===== src/hw/pcer_pkg.sv =====
// shared constants and types of the power control register block
package pcer_pkg;

    localparam logic [7:0] ADDR_STATUS = 8'h05;
    localparam logic [7:0] ADDR_CTRL = 8'h06;
    localparam logic [7:0] ADDR_FLAGS = 8'h07;
    localparam logic [7:0] ADDR_KEY = 8'h10;
    localparam logic [7:0] ADDR_EN1 = 8'h11;

    localparam logic [7:0] RST_CTRL = 8'h00;
    localparam logic [7:0] RST_FLAGS = 8'h00;
    localparam logic [7:0] RST_KEY_READ = 8'h00;
    localparam logic [7:0] RST_EN1 = 8'h00;

    localparam int CTRL_CC_BIT = 0;
    localparam int CTRL_PF_BIT = 1;
    localparam int STATUS_SEAL_BIT = 7;
    localparam logic [1:0] STATE_SUSPEND = 2'h3;

    // arbitrary unlock value and bus address, neutral defaults
    localparam logic [7:0] UNLOCK_KEY = 8'h5a;
    localparam logic [6:0] DEV_ADDR = 7'h2a;

    typedef enum logic [7:0] {
        ST_IDLE  = 8'h01,
        ST_ADDR  = 8'h02,
        ST_SUB   = 8'h04,
        ST_DATA  = 8'h08,
        ST_ACK   = 8'h10,
        ST_READ  = 8'h20,
        ST_RACK  = 8'h40,
        ST_RLOAD = 8'h80
    } pcer_i2c_st_t;

    typedef struct packed {
        logic meta;
        logic sync;
    } pcer_sync_s_t;

    typedef struct packed {
        logic scl1;
        logic scl2;
        logic scl3;
        logic sda1;
        logic sda2;
        logic sda3;
        logic rise;
        logic fall;
        logic start;
        logic stop;
        logic sda;
    } pcer_phy_s_t;

    typedef struct packed {
        pcer_i2c_st_t st;
        pcer_i2c_st_t after;
        logic [7:0] shreg;
        logic [3:0] cnt;
        logic [7:0] addr;
        logic ackPh;
        logic sdaOe;
        logic sdaOut;
        logic wr;
        logic rd;
        logic [7:0] wdata;
        logic pfEn;
        logic ccTrig;
        logic pfShut;
        logic [7:0] flags;
        logic [5:0] enable;
        logic unlocked;
        logic [1:0] prevState;
    } pcer_top_s_t;

endpackage


===== src/hw/pcer_i2c_ev_if.sv =====
// bus events passed from the pin front end to the byte engine
`timescale 1ns/1ps
interface pcer_i2c_ev_if;
    logic sclRise;
    logic sclFall;
    logic start;
    logic stop;
    logic sda;
    modport phy (output sclRise, sclFall, start, stop, sda);
    modport eng (input sclRise, sclFall, start, stop, sda);
endinterface


===== src/hw/pcer_sync.sv =====
// two flip-flop synchroniser for one pin
`timescale 1ns/1ps
module pcer_sync
    import pcer_pkg::*;
(
    input wire logic clk,
    input wire logic sys_rst,
    input wire logic din,
    output logic dout
);
    pcer_sync_s_t s_q;
    pcer_sync_s_t s_d;

    always_comb begin
        s_d.meta = din;
        s_d.sync = s_q.meta;
    end

    always_ff @(posedge clk or posedge sys_rst) begin
        if (sys_rst) begin
            s_q <= '{meta: 1'b1, sync: 1'b1};
        end else begin
            s_q <= s_d;
        end
    end

    assign dout = s_q.sync;
endmodule


===== src/hw/pcer_i2c_phy.sv =====
// pin synchroniser and edge, start and stop detector for the serial bus
`timescale 1ns/1ps
module pcer_i2c_phy
    import pcer_pkg::*;
(
    input wire logic clk,
    input wire logic sys_rst,
    input wire logic sclIn,
    input wire logic sdaIn,
    pcer_i2c_ev_if.phy ev
);
    pcer_phy_s_t s_q;
    pcer_phy_s_t s_d;

    always_comb begin
        s_d = s_q;
        s_d.scl1 = sclIn;
        s_d.scl2 = s_q.scl1;
        s_d.scl3 = s_q.scl2;
        s_d.sda1 = sdaIn;
        s_d.sda2 = s_q.sda1;
        s_d.sda3 = s_q.sda2;
        s_d.rise = s_q.scl2 & ~s_q.scl3;
        s_d.fall = ~s_q.scl2 & s_q.scl3;
        s_d.start = s_q.scl2 & s_q.scl3 & s_q.sda3 & ~s_q.sda2;
        s_d.stop = s_q.scl2 & s_q.scl3 & ~s_q.sda3 & s_q.sda2;
        s_d.sda = s_q.sda2;
    end

    always_ff @(posedge clk or posedge sys_rst) begin
        if (sys_rst) begin
            s_q <= '{scl1: 1'b1, scl2: 1'b1, scl3: 1'b1, sda1: 1'b1,
                     sda2: 1'b1, sda3: 1'b1, sda: 1'b1, default: 1'b0};
        end else begin
            s_q <= s_d;
        end
    end

    assign ev.sclRise = s_q.rise;
    assign ev.sclFall = s_q.fall;
    assign ev.start = s_q.start;
    assign ev.stop = s_q.stop;
    assign ev.sda = s_q.sda;
endmodule


===== src/hw/pcer_top.sv =====
// power control and rail enable registers behind a serial target port
`timescale 1ns/1ps
////////////////////////////////////////////////////////////////////////////
// Functional notes
// trigger bit starts coin-cell measure, self-clears
// enabled power-fail trip shuts all rails off
// disabled power-fail bit leaves power state alone
// control at 0x06, reset zero, bits 7-2 zero
// flag reads one if rail on in suspend
// flags zero after power-up from off
// flag register at 0x07, fixed bit map
// key register always reads back zero
// key register unlocks protected register writes
// rail enable at 0x11, reset zero, key-protected
// enable bits 0-5 drive rails 1-6
// backup rails not cleared once seal broken; writes keep them, but power-fail trip and sequencer (rail 5) clear
// sequencer overrides rails 1-5 enable bits
// status bit 7 shows seal broken
// status state field reports suspend as 3
// host triggers measure before trusting charge level
// reserved bits ignore writes, read zero
// unkeyed protected write is discarded
module pcer_top
    import pcer_pkg::*;
(
    input wire logic clk,
    input wire logic sys_rst,
    input wire logic sclIn,
    input wire logic sdaIn,
    output logic sdaOut,
    output logic sdaOe,
    input wire logic power_fail_out_n,
    input wire logic [1:0] pwrState,
    input wire logic powerOnFromOff,
    input wire logic seqRailUpd,
    input wire logic [4:0] seqRails,
    input wire logic sealBroken,
    input wire logic [1:0] coin_cell_charge_level,
    input wire logic [3:0] auxRailsOn,
    output logic [5:0] railEnable,
    output logic ccStart,
    output logic pfShutdownReq
);
    pcer_top_s_t s_q;
    pcer_top_s_t s_d;
    logic pfoSync;
    logic pfTrip;
    logic wrCtl;
    logic wrEn;
    logic leaveSusp;
    logic [7:0] byteIn;
    logic [7:0] readVal;

    pcer_i2c_ev_if ev ();

    ////////////////////////////////////////////////////////////////////////
    // pin front ends

    pcer_sync u_pfo (
        .clk(clk),
        .sys_rst(sys_rst),
        .din(power_fail_out_n),
        .dout(pfoSync)
    );

    pcer_i2c_phy u_phy (
        .clk(clk),
        .sys_rst(sys_rst),
        .sclIn(sclIn),
        .sdaIn(sdaIn),
        .ev(ev)
    );

    ////////////////////////////////////////////////////////////////////////
    // register read decode

    function automatic logic [7:0] regRead(
        input logic [7:0] addr,
        input pcer_top_s_t s,
        input logic seal,
        input logic [1:0] state,
        input logic [1:0] charge
    );
        logic [7:0] v;
        v = 8'h00;
        case (addr)
            ADDR_STATUS: begin
                v[STATUS_SEAL_BIT] = seal;
                v[3:2] = state;
                v[1:0] = charge;
            end
            ADDR_CTRL: begin
                v[CTRL_PF_BIT] = s.pfEn;
                v[CTRL_CC_BIT] = s.ccTrig;
            end
            ADDR_FLAGS: v = s.flags;
            ADDR_EN1: v[5:0] = s.enable;
            ADDR_KEY: v = RST_KEY_READ;
            default: v = 8'h00;
        endcase
        return v;
    endfunction

    assign readVal = regRead(s_q.addr, s_q, sealBroken, pwrState,
                             coin_cell_charge_level);
    assign byteIn = {s_q.shreg[6:0], ev.sda};
    assign wrCtl = s_q.wr && (s_q.addr == ADDR_CTRL);
    assign wrEn = s_q.wr && (s_q.addr == ADDR_EN1);
    assign pfTrip = s_q.pfEn && !pfoSync;
    assign leaveSusp = (s_q.prevState == STATE_SUSPEND) &&
                       (pwrState != STATE_SUSPEND);

    ////////////////////////////////////////////////////////////////////////
    // next state

    always_comb begin
        s_d = s_q;
        s_d.wr = 1'b0;
        s_d.rd = 1'b0;
        s_d.sdaOut = 1'b0;
        s_d.ccTrig = 1'b0;
        s_d.prevState = pwrState;
        if (s_q.wr) begin
            s_d.addr = s_q.addr + 8'h01;
        end
        if (s_q.rd) begin
            s_d.shreg = readVal;
        end
        if (ev.start) begin
            s_d.st = ST_ADDR;
            s_d.cnt = 4'h0;
            s_d.sdaOe = 1'b0;
            s_d.ackPh = 1'b0;
        end else if (ev.stop) begin
            s_d.st = ST_IDLE;
            s_d.sdaOe = 1'b0;
        end else begin
            case (s_q.st)
                ST_ADDR, ST_SUB, ST_DATA: begin
                    if (ev.sclRise) begin
                        s_d.shreg = byteIn;
                        s_d.cnt = s_q.cnt + 4'h1;
                        if (s_q.cnt == 4'h7) begin
                            s_d.cnt = 4'h0;
                            s_d.st = ST_ACK;
                            s_d.ackPh = 1'b0;
                            s_d.after = ST_DATA;
                            if (s_q.st == ST_ADDR) begin
                                if (byteIn[7:1] != DEV_ADDR) begin
                                    s_d.st = ST_IDLE;
                                end else if (byteIn[0]) begin
                                    s_d.after = ST_READ;
                                    s_d.rd = 1'b1;
                                end else begin
                                    s_d.after = ST_SUB;
                                end
                            end else if (s_q.st == ST_SUB) begin
                                s_d.addr = byteIn;
                            end else begin
                                s_d.wr = 1'b1;
                                s_d.wdata = byteIn;
                            end
                        end
                    end
                end
                ST_ACK: begin
                    if (ev.sclFall) begin
                        if (!s_q.ackPh) begin
                            s_d.ackPh = 1'b1;
                            s_d.sdaOe = 1'b1;
                        end else begin
                            s_d.ackPh = 1'b0;
                            s_d.st = s_q.after;
                            s_d.sdaOe = (s_q.after == ST_READ) &&
                                        !s_q.shreg[7];
                        end
                    end
                end
                ST_READ: begin
                    if (ev.sclRise) begin
                        s_d.cnt = s_q.cnt + 4'h1;
                    end else if (ev.sclFall) begin
                        if (s_q.cnt == 4'h8) begin
                            s_d.sdaOe = 1'b0;
                            s_d.st = ST_RACK;
                        end else begin
                            s_d.shreg = {s_q.shreg[6:0], 1'b0};
                            s_d.sdaOe = !s_q.shreg[6];
                        end
                    end
                end
                ST_RACK: begin
                    if (ev.sclRise) begin
                        if (ev.sda) begin
                            s_d.st = ST_IDLE;
                        end else begin
                            s_d.addr = s_q.addr + 8'h01;
                            s_d.st = ST_RLOAD;
                            s_d.ackPh = 1'b0;
                        end
                    end
                end
                ST_RLOAD: begin
                    if (!s_q.ackPh) begin
                        s_d.rd = 1'b1;
                        s_d.ackPh = 1'b1;
                    end
                    if (ev.sclFall) begin
                        s_d.st = ST_READ;
                        s_d.cnt = 4'h0;
                        s_d.ackPh = 1'b0;
                        s_d.sdaOe = !s_q.shreg[7];
                    end
                end
                default: s_d.st = ST_IDLE;
            endcase
        end

        // register writes
        if (wrCtl) begin
            s_d.pfEn = s_q.wdata[CTRL_PF_BIT];
            s_d.ccTrig = s_q.wdata[CTRL_CC_BIT];
        end
        if (s_q.wr) begin
            s_d.unlocked = (s_q.addr == ADDR_KEY) &&
                           (s_q.wdata == UNLOCK_KEY);
        end
        if (wrEn && s_q.unlocked) begin
            s_d.enable = s_q.wdata[5:0];
            if (sealBroken) begin
                s_d.enable[5:4] = s_q.enable[5:4] | s_q.wdata[5:4];
            end
        end
        if (seqRailUpd) begin
            s_d.enable[4:0] = seqRails;
        end
        s_d.pfShut = pfTrip;
        if (pfTrip) begin
            s_d.enable = RST_EN1[5:0];
        end

        // resume flags
        if (powerOnFromOff) begin
            s_d.flags = RST_FLAGS;
        end else if (leaveSusp) begin
            s_d.flags = {auxRailsOn, s_q.enable[3:0]};
        end
    end

    ////////////////////////////////////////////////////////////////////////
    // state register

    always_ff @(posedge clk or posedge sys_rst) begin
        if (sys_rst) begin
            s_q <= '{st: ST_IDLE, after: ST_IDLE,
                     pfEn: RST_CTRL[CTRL_PF_BIT],
                     ccTrig: RST_CTRL[CTRL_CC_BIT],
                     flags: RST_FLAGS, enable: RST_EN1[5:0],
                     default: '0};
        end else begin
            s_q <= s_d;
        end
    end

    assign sdaOut = s_q.sdaOut;
    assign sdaOe = s_q.sdaOe;
    assign railEnable = s_q.enable;
    assign ccStart = s_q.ccTrig;
    assign pfShutdownReq = s_q.pfShut;

    ////////////////////////////////////////////////////////////////////////
    // checks

    property p_cc_trigger;
        @(posedge clk) disable iff (sys_rst)
        wrCtl && s_q.wdata[CTRL_CC_BIT] |=> ccStart ##1 !ccStart;
    endproperty
    a_cc_trigger: assert property (p_cc_trigger)
        else $error("coin-cell trigger did not pulse once");

    property p_pf_shutdown;
        @(posedge clk) disable iff (sys_rst)
        pfTrip |=> pfShutdownReq && (railEnable == 6'h00);
    endproperty
    a_pf_shutdown: assert property (p_pf_shutdown)
        else $error("power-fail trip did not shut rails");

    property p_pf_ignored;
        @(posedge clk) disable iff (sys_rst)
        !s_q.pfEn |=> !pfShutdownReq;
    endproperty
    a_pf_ignored: assert property (p_pf_ignored)
        else $error("power-fail acted while disabled");

    property p_ctrl_reserved;
        @(posedge clk) disable iff (sys_rst)
        s_q.rd && (s_q.addr == ADDR_CTRL) |=> s_q.shreg[7:2] == 6'h00;
    endproperty
    a_ctrl_reserved: assert property (p_ctrl_reserved)
        else $error("control reserved bits read nonzero");

    property p_flags_resume;
        @(posedge clk) disable iff (sys_rst)
        leaveSusp && !powerOnFromOff |=>
            s_q.flags == {$past(auxRailsOn), $past(s_q.enable[3:0])};
    endproperty
    a_flags_resume: assert property (p_flags_resume)
        else $error("resume flags not captured");

    property p_flags_off;
        @(posedge clk) disable iff (sys_rst)
        powerOnFromOff |=> s_q.flags == 8'h00;
    endproperty
    a_flags_off: assert property (p_flags_off)
        else $error("flags not cleared on power-up from off");

    property p_key_reads_zero;
        @(posedge clk) disable iff (sys_rst)
        s_q.rd && (s_q.addr == ADDR_KEY) |=> s_q.shreg == 8'h00;
    endproperty
    a_key_reads_zero: assert property (p_key_reads_zero)
        else $error("key register read back nonzero");

    property p_seal_hold;
        @(posedge clk) disable iff (sys_rst)
        wrEn && sealBroken && !pfTrip |=>
            (railEnable[5] || !$past(railEnable[5])) &&
            (railEnable[4] || !$past(railEnable[4]) || $past(seqRailUpd));
    endproperty
    a_seal_hold: assert property (p_seal_hold)
        else $error("backup rail cleared with seal broken");

    property p_seq_override;
        @(posedge clk) disable iff (sys_rst)
        seqRailUpd && !pfTrip |=> railEnable[4:0] == $past(seqRails);
    endproperty
    a_seq_override: assert property (p_seq_override)
        else $error("sequencer update not applied");

    property p_locked_write;
        @(posedge clk) disable iff (sys_rst)
        wrEn && !s_q.unlocked && !seqRailUpd && !pfTrip |=>
            $stable(railEnable) ##1 !s_q.unlocked;
    endproperty
    a_locked_write: assert property (p_locked_write)
        else $error("locked rail enable write took effect");

endmodule


===== config.mk =====
export PLATFORM = sky130hd
export DESIGN_NAME = pcer_top
export DESIGN_NICKNAME = d
export VERILOG_FILES = /design/src/hw/pcer_pkg.sv /design/src/hw/pcer_i2c_ev_if.sv /design/src/hw/pcer_sync.sv /design/src/hw/pcer_i2c_phy.sv /design/src/hw/pcer_top.sv
export SDC_FILE = /design/constraint.sdc
export NUM_CORES = 1
export LEC_CHECK = 0
export ABC_AREA = 1
export BUFFER_PORTS_ARGS = -buffer_cell sky130_fd_sc_hd__buf_4
export CAP_MARGIN = 20
export CORE_UTILIZATION = 60
export CTS_CLUSTER_DIAMETER = 60
export DETAILED_ROUTE_END_ITERATION = 10
export MAX_ROUTING_LAYER = met4
export PLACE_DENSITY = 0.79
export RECOVER_POWER = 100
export SLEW_MARGIN = 20
export SYNTH_ARGS = -nofsm -noshare
export SYNTH_HDL_FRONTEND = slang
export SYNTH_HIERARCHICAL = 1
export SYNTH_SLANG_ARGS = --single-unit

===== constraint.sdc =====
create_clock -name clk -period 2.3 [get_ports clk]
set_input_delay 0.46 -clock clk [delete_from_list [all_inputs] [get_ports clk]]
set_output_delay 0.46 -clock clk [all_outputs]
set_load 0.02 [all_outputs]

== Word level (Yosys, flattened, before mapping) ==
Cells that the tools add are included.

* Word-level logic and storage cells: 180
* Register bits: 80
* Bits of input ports: 21

* Add/sub/neg operators: 2
* Equal/unequal tests: 36
* Muxes and demuxes: 73
* Reductions and logical operators: 23
* Bitwise gates (word level): 16

{| class="wikitable"
|+ Operators by type and width
! operator !! count
|-
| $mux 8 || 25
|-
| $mux 10 || 4
|-
| $pmux 8 s5 || 1
|-
| $mux 37 || 1
|-
| $eq 8x3->1 const B || 4
|-
| $pmux 8 s2 || 2
|-
| $mux 13 || 2
|-
| $eq 8x5->1 const B || 3
|-
| $mux 21 || 1
|-
| $ne 4x1->1 const B || 5
|-
| $mux 6 || 3
|-
| $mux 9 || 2
|-
| $eq 8x6->1 const B || 2
|-
| $eq 8x7->1 const B || 2
|-
| $mux 16 || 1
|-
| $ne 3x1->1 const B || 5
|-
| $reduce_and 5->1 || 3
|-
| $reduce_and 7->1 || 2
|-
| $mux 1 || 13
|-
| $mux 4 || 3
|-
| $ne 4x2->1 const B || 3
|-
| $pmux 4 s3 || 1
|-
| $mux 2 || 5
|-
| $mux 5 || 2
|-
| 31 further kinds || 55
|}

== Longest topological paths before layout ==
* Depth in word-level cells: 9
* Depth in mapped cells: 12

== Hierarchy ==
Netlist, hierarchy kept.

{| class="wikitable"
|+ By module, submodules not included
! module !! instances !! cells an instance !! area each (µm²) !! seq. area each (µm²)
|-
| pcer_top || 1 || 623 || 4409.2 || 1604.0
|-
| pcer_i2c_phy || 1 || 22 || 302.8 || 257.7
|-
| pcer_sync || 1 || 3 || 56.3 || 52.6
|}

== Worst setup path after synthesis ==
Ideal clock, no wire load.

* Kind: reg-to-reg
* Start point: register s_q[41] (netlist bit)
* End point: register s_q[20] (netlist bit)
* Required time: 2.181 ns
* Path buffers: 1
* Stages on the path, launching flop included: 10
* Arrival: 1.435 ns
* Slack: 0.746 ns
* Cell sequence: dfrtp_1 > ha_1 > nand3_2 > nor2_2 > nand3_4 > inv_4 > nand2_4 > buf_6 > nand2_1 > o21ai_2

* Longest elaborated chain between the ends: 2

{| class="wikitable"
|+ RTL lines
! item !! RTL line !! RTL
|-
| from (decl) || pcer_top.sv:44 || <nowiki>pcer_top_s_t s_q;</nowiki>
|-
| from (signal assigned) || pcer_top.sv:255 || <nowiki>s_q <= '{st: ST_IDLE, after: ST_IDLE,</nowiki>
|-
| $eq 4x3->1 || pcer_top.sv:143 || <nowiki>if (s_q.cnt == 4'h7) begin</nowiki>
|-
| $reduce_and 7->1 (no source line) || -- ||
|}

No other way between the ends.
A chain may end at the register's enable or synchronous reset.

== Worst setup path in the final report ==
* Start point: register s_q[61] (netlist bit)
* End point: register s_q[64] (netlist bit)

* Longest elaborated chain between the ends: 7
* Elaborated cells between the ends (all ways): 24

{| class="wikitable"
|+ RTL lines
! item !! RTL line !! RTL
|-
| $eq 8x2->1 || pcer_top.sv:138, pcer_top.sv:148 ||
|-
| $mux 13 || pcer_top.sv:148 || <nowiki>if (s_q.st == ST_ADDR) begin</nowiki>
|-
| $mux 16 || pcer_top.sv:143 ||
|-
| $mux 37 || pcer_top.sv:140 || <nowiki>if (ev.sclRise) begin</nowiki>
|-
| $pmux 8 s5 || pcer_top.sv:138 || <nowiki>case (s_q.st)</nowiki>
|-
| $mux 8 || pcer_top.sv:134 || <nowiki>end else if (ev.stop) begin</nowiki>
|-
| $mux 8 || pcer_top.sv:129 || <nowiki>if (ev.start) begin</nowiki>
|}

Parallel ways exist; a longest one is shown, timed or not. The select of a mux whose other input is x is not followed.

==> key figures <==
Yosys
  – Syn_nets: 675
  – Mux contribution to synthesized area: 0
  – Post-synthesis compound-gate area fraction: 0.0960
  – Area share of and/or/nand/nor cells after synthesis: 0.383
  – Synthesis warning total: 6
  – Cells after Synth: 648
  – Register area share after synthesis: 0.401
  – Post-Syn Area: 4770 um2
  – Adder-cell share of the synthesized area: 0.0157
  – Synth Area in XOR/XNOR: 0.00918
  – FFs w/ async S/R, synth: 1.00
  – Number of synthesized register bits: 76
  – Syn_area_per_cell: 7.36 um2
  – Distinct cell type count after synthesis: 43
  – Largest family of logic cells by synthesized area: simple AND/OR/NAND/NOR gates
  – Ys flop type: dfrtp_1
  – Post-synth EDFFs: 0

Finish
  – Antenna fix cells: 0
  – Proportion of layout cells with a drive suffix above 1: 0.126
  – NumNets Final: 702
  – Syn-to-layout area delta: 6.48%
  – Filler instances: 696

Power
  – P per Cell Area: 521 nW/um2
  – LEAKAGE: 2.58 nW
  – Max rail drop VDD: 0.431 mV

Die
  – Placement row count: 32
  – Die ar.: 8310 um2
  – Core area: 7690 um2
  – Boundary pin count: 31
  – Die Span Y: 91.1 um
  – Initial Util: 0.620
  – Die Width: 91.1 um

Worst setup path
  – WP data arrival: 2250 ps
  – Cell mode on critical path: nand2_1
  – CP cell instances: nor2_2 > nand2_1 > inv_2 > nand2_4 > nor2_1 > nand2_1 > nand2_1 > nor2_1 > nand3_4 > nand2_1 > nand2_1
  – Path depth of the worst reg2reg path: 11
  – Slowest CP cell: dfstp_2
  – R2R setup slack: 290 ps
  – CP required: 2540 ps
  – RR Startpoint: s_q[61]
  – CP max FO: 7
  – CP startpoint kind: flip-flop
  – Crit. End Element: flip-flop
  – R2r endpoint: s_q[64]
  – CP Class: reg -> reg
  – Critical path's largest stage delay: 540 ps

Timing
  – Final setup violation count: 0
  – Slew Limit Fails: 65
  – Unrepaired setup endpoints after global routing: no
  – Setup TNS: 0 ps
  – Worst Max-Slew Pin Slew: 1610 ps
  – Final hold vios: 0
  – Final setup margin: 291 ps
  – FMAX: 498 MHz
  – Clock Skew: 18.0 ps
  – Period minus WS final: 2010 ps
  – Rel. slew slack: -0.0757
  – Hold_ws: 110 ps
  – Final Cycle Share: 0.874

Detailed routing
  – Final WL: 11,700 um
  – DR vias: 4,343
  – Via/cell ratio: 5.55
  – # DRC: 0
  – DR iter-0 viols: 403
  – Routed Antenna Nets: 0
  – 1st-pass router iterations: 5
  – WL/cell: 14.9 um

CTS
  – Post-CTS Setup Bufs: 0
  – Clock sinks: 76
  – Post-CTS Resized: 0
  – Hold_buf cts: 0
  – CTS tree: built
  – Clock Pin Slew Worst Setup and Hold Paths: 80 ps
  – H-tree levels: 3
  – Root buf cell: clkbuf_8
  – TritonCTS Buffers: 9
  – Clk buf depth: 2
  – Skew-Pair Late Insertion Delay: 360 ps

Placed design
  – Routability Congestion: 0.951
  – Pre-CTS setup slack: 412 ps
  – Port buffer count: 29
  – Post-DP HPWL: 8720 um

Global route
  – Overall routing resource usage: 0.309
  – Largest net degree at the start of global routing: 65
  – Vias in the first global route: 4,176
  – Initial antenna violation count: 0
  – Gr ovfl total: 0
  – First-pass GRT wire length: 19,800 um

Flow run
  – Max cap viols: 1

Outcome
  – Failing checks: capacitance limit, slew limit
  – Status: finished with violations

Worst hold path
  – Worst min-delay path class: in -> async
-- layer usage --
| metal | up-vias | GRT usage | wire (um) | part of all wire |
|---|---|---|---|---|
| met1 | 2030 | 0.429 | 5370 | 0.46 |
| met4 | 0 | 0.0992 | 278 | 0.024 |
| met2 | 163 | 0.454 | 5220 | 0.45 |
| met5 | - | - | 0 | 0 |
| li1 | 2117 | - | - | - |
| met3 | 33 | 0.0670 | 816 | 0.070 |
-- Yosys cell counts (all sizes together), types with 3 or more instances --
cell / count / share of area
clkbuf: 3 / 0.0024
buf: 14 / 0.023
nand3: 76 / 0.096
dfrtp: 66 / 0.35
a31oi: 3 / 0.0039
o21ai: 46 / 0.055
nor3: 13 / 0.015
xor2: 3 / 0.0055
ha: 6 / 0.016
nand2: 197 / 0.17
inv: 82 / 0.066
nor2: 86 / 0.084
nand4: 10 / 0.013
dfstp: 10 / 0.055
a21oi: 18 / 0.022
-- layout by cell type (no fill, tap or decap), types with 10 or more instances in the layout --
master and instances:
clkbuf_8 11, nor3_1 13, dfrtp_1 66, inv_1 74
nand2_1 183, a21oi_1 16, nand3_1 70, nand4_1 10
o21ai_0 42, nor2_1 75, buf_4 17, clkbuf_1 13
-- cells by family (layout without fill, tap and decap cells) --
logic type / count (synthesis) / in the layout
DFF: 76 / 76
xor gates and xnor gates: 5 / 5
AOI/OAI and AO/OA: 76 / 76
and+or+nand+nor: 383 / 383
buffers and inverters: 101 / 133
adders and majority gates: 6 / 6
other: 1 / 1
-- critical path, delay by kind of cell (launching register included) --
| kind | cells | cell delay (ps) |
|---|---|---|
| simple gates | 10 | 1240 |
| flops | 1 | 540 |
| buf+inv | 1 | 110 |
-- flip-flops by register name, summed over array words and instances, names as in the netlist, 2 cells and up --
register    flops
byteIn          7
railEnable      6
s_q            48
u_phy/s_d       4
u_phy/s_q       2
-- final cells by class --
cell class | count | area (um2) | area share
multi-input combinational | 471 | 2330 | 0.458
sequential | 76 | 1910 | 0.377
inverter | 84 | 320 | 0.0631
timing repair buffer | 33 | 200 | 0.0394
clock buffer | 12 | 155 | 0.0306
tap | 102 | 128 | 0.0251
clock inverter | 4 | 32.5 | 0.00641
-- where the power goes --
group          total, mW  internal (mW)  leakage (nW)  switching (mW)
registers           1.44           1.39         0.979          0.0470
logic              0.234         0.0734          1.51           0.160
clock network      0.979          0.457        0.0892           0.521
total               2.65           1.92          2.58           0.728
-- how the worst max path moves through the flow --
stage	endpoint	from	slack [ps]	depth (start not counted)
2_1_floorplan	byteIn[1]	sys_rst	250	1
3_3_place_gp	byteIn[3]	s_q[33]	440	9
3_5_place_dp	byteIn[4]	s_q[33]	410	9
4_1_cts	byteIn[4]	s_q[33]	390	9
5_1_grt	s_q[63]	s_q[61]	110	11
6_report	s_q[64]	s_q[61]	290	11
-- per-stage QoR --
| stage | cells | cell area, um2 | utilization | total power [mW] |
|---|---|---|---|---|
| floorplan | 648 | 4770 | - | 1.62 |
| global placement | 766 | 5030 | 0.655 | 1.71 |
| detailed placement | 766 | 5030 | 0.655 | 1.71 |
| CTS | 782 | 5220 | 0.679 | 2.67 |
| global route | 782 | 5080 | 0.660 | 2.74 |
| finish | 782 | 5080 | 0.660 | 2.65 |
No activity file was read; power rests on OpenSTA's default activity.
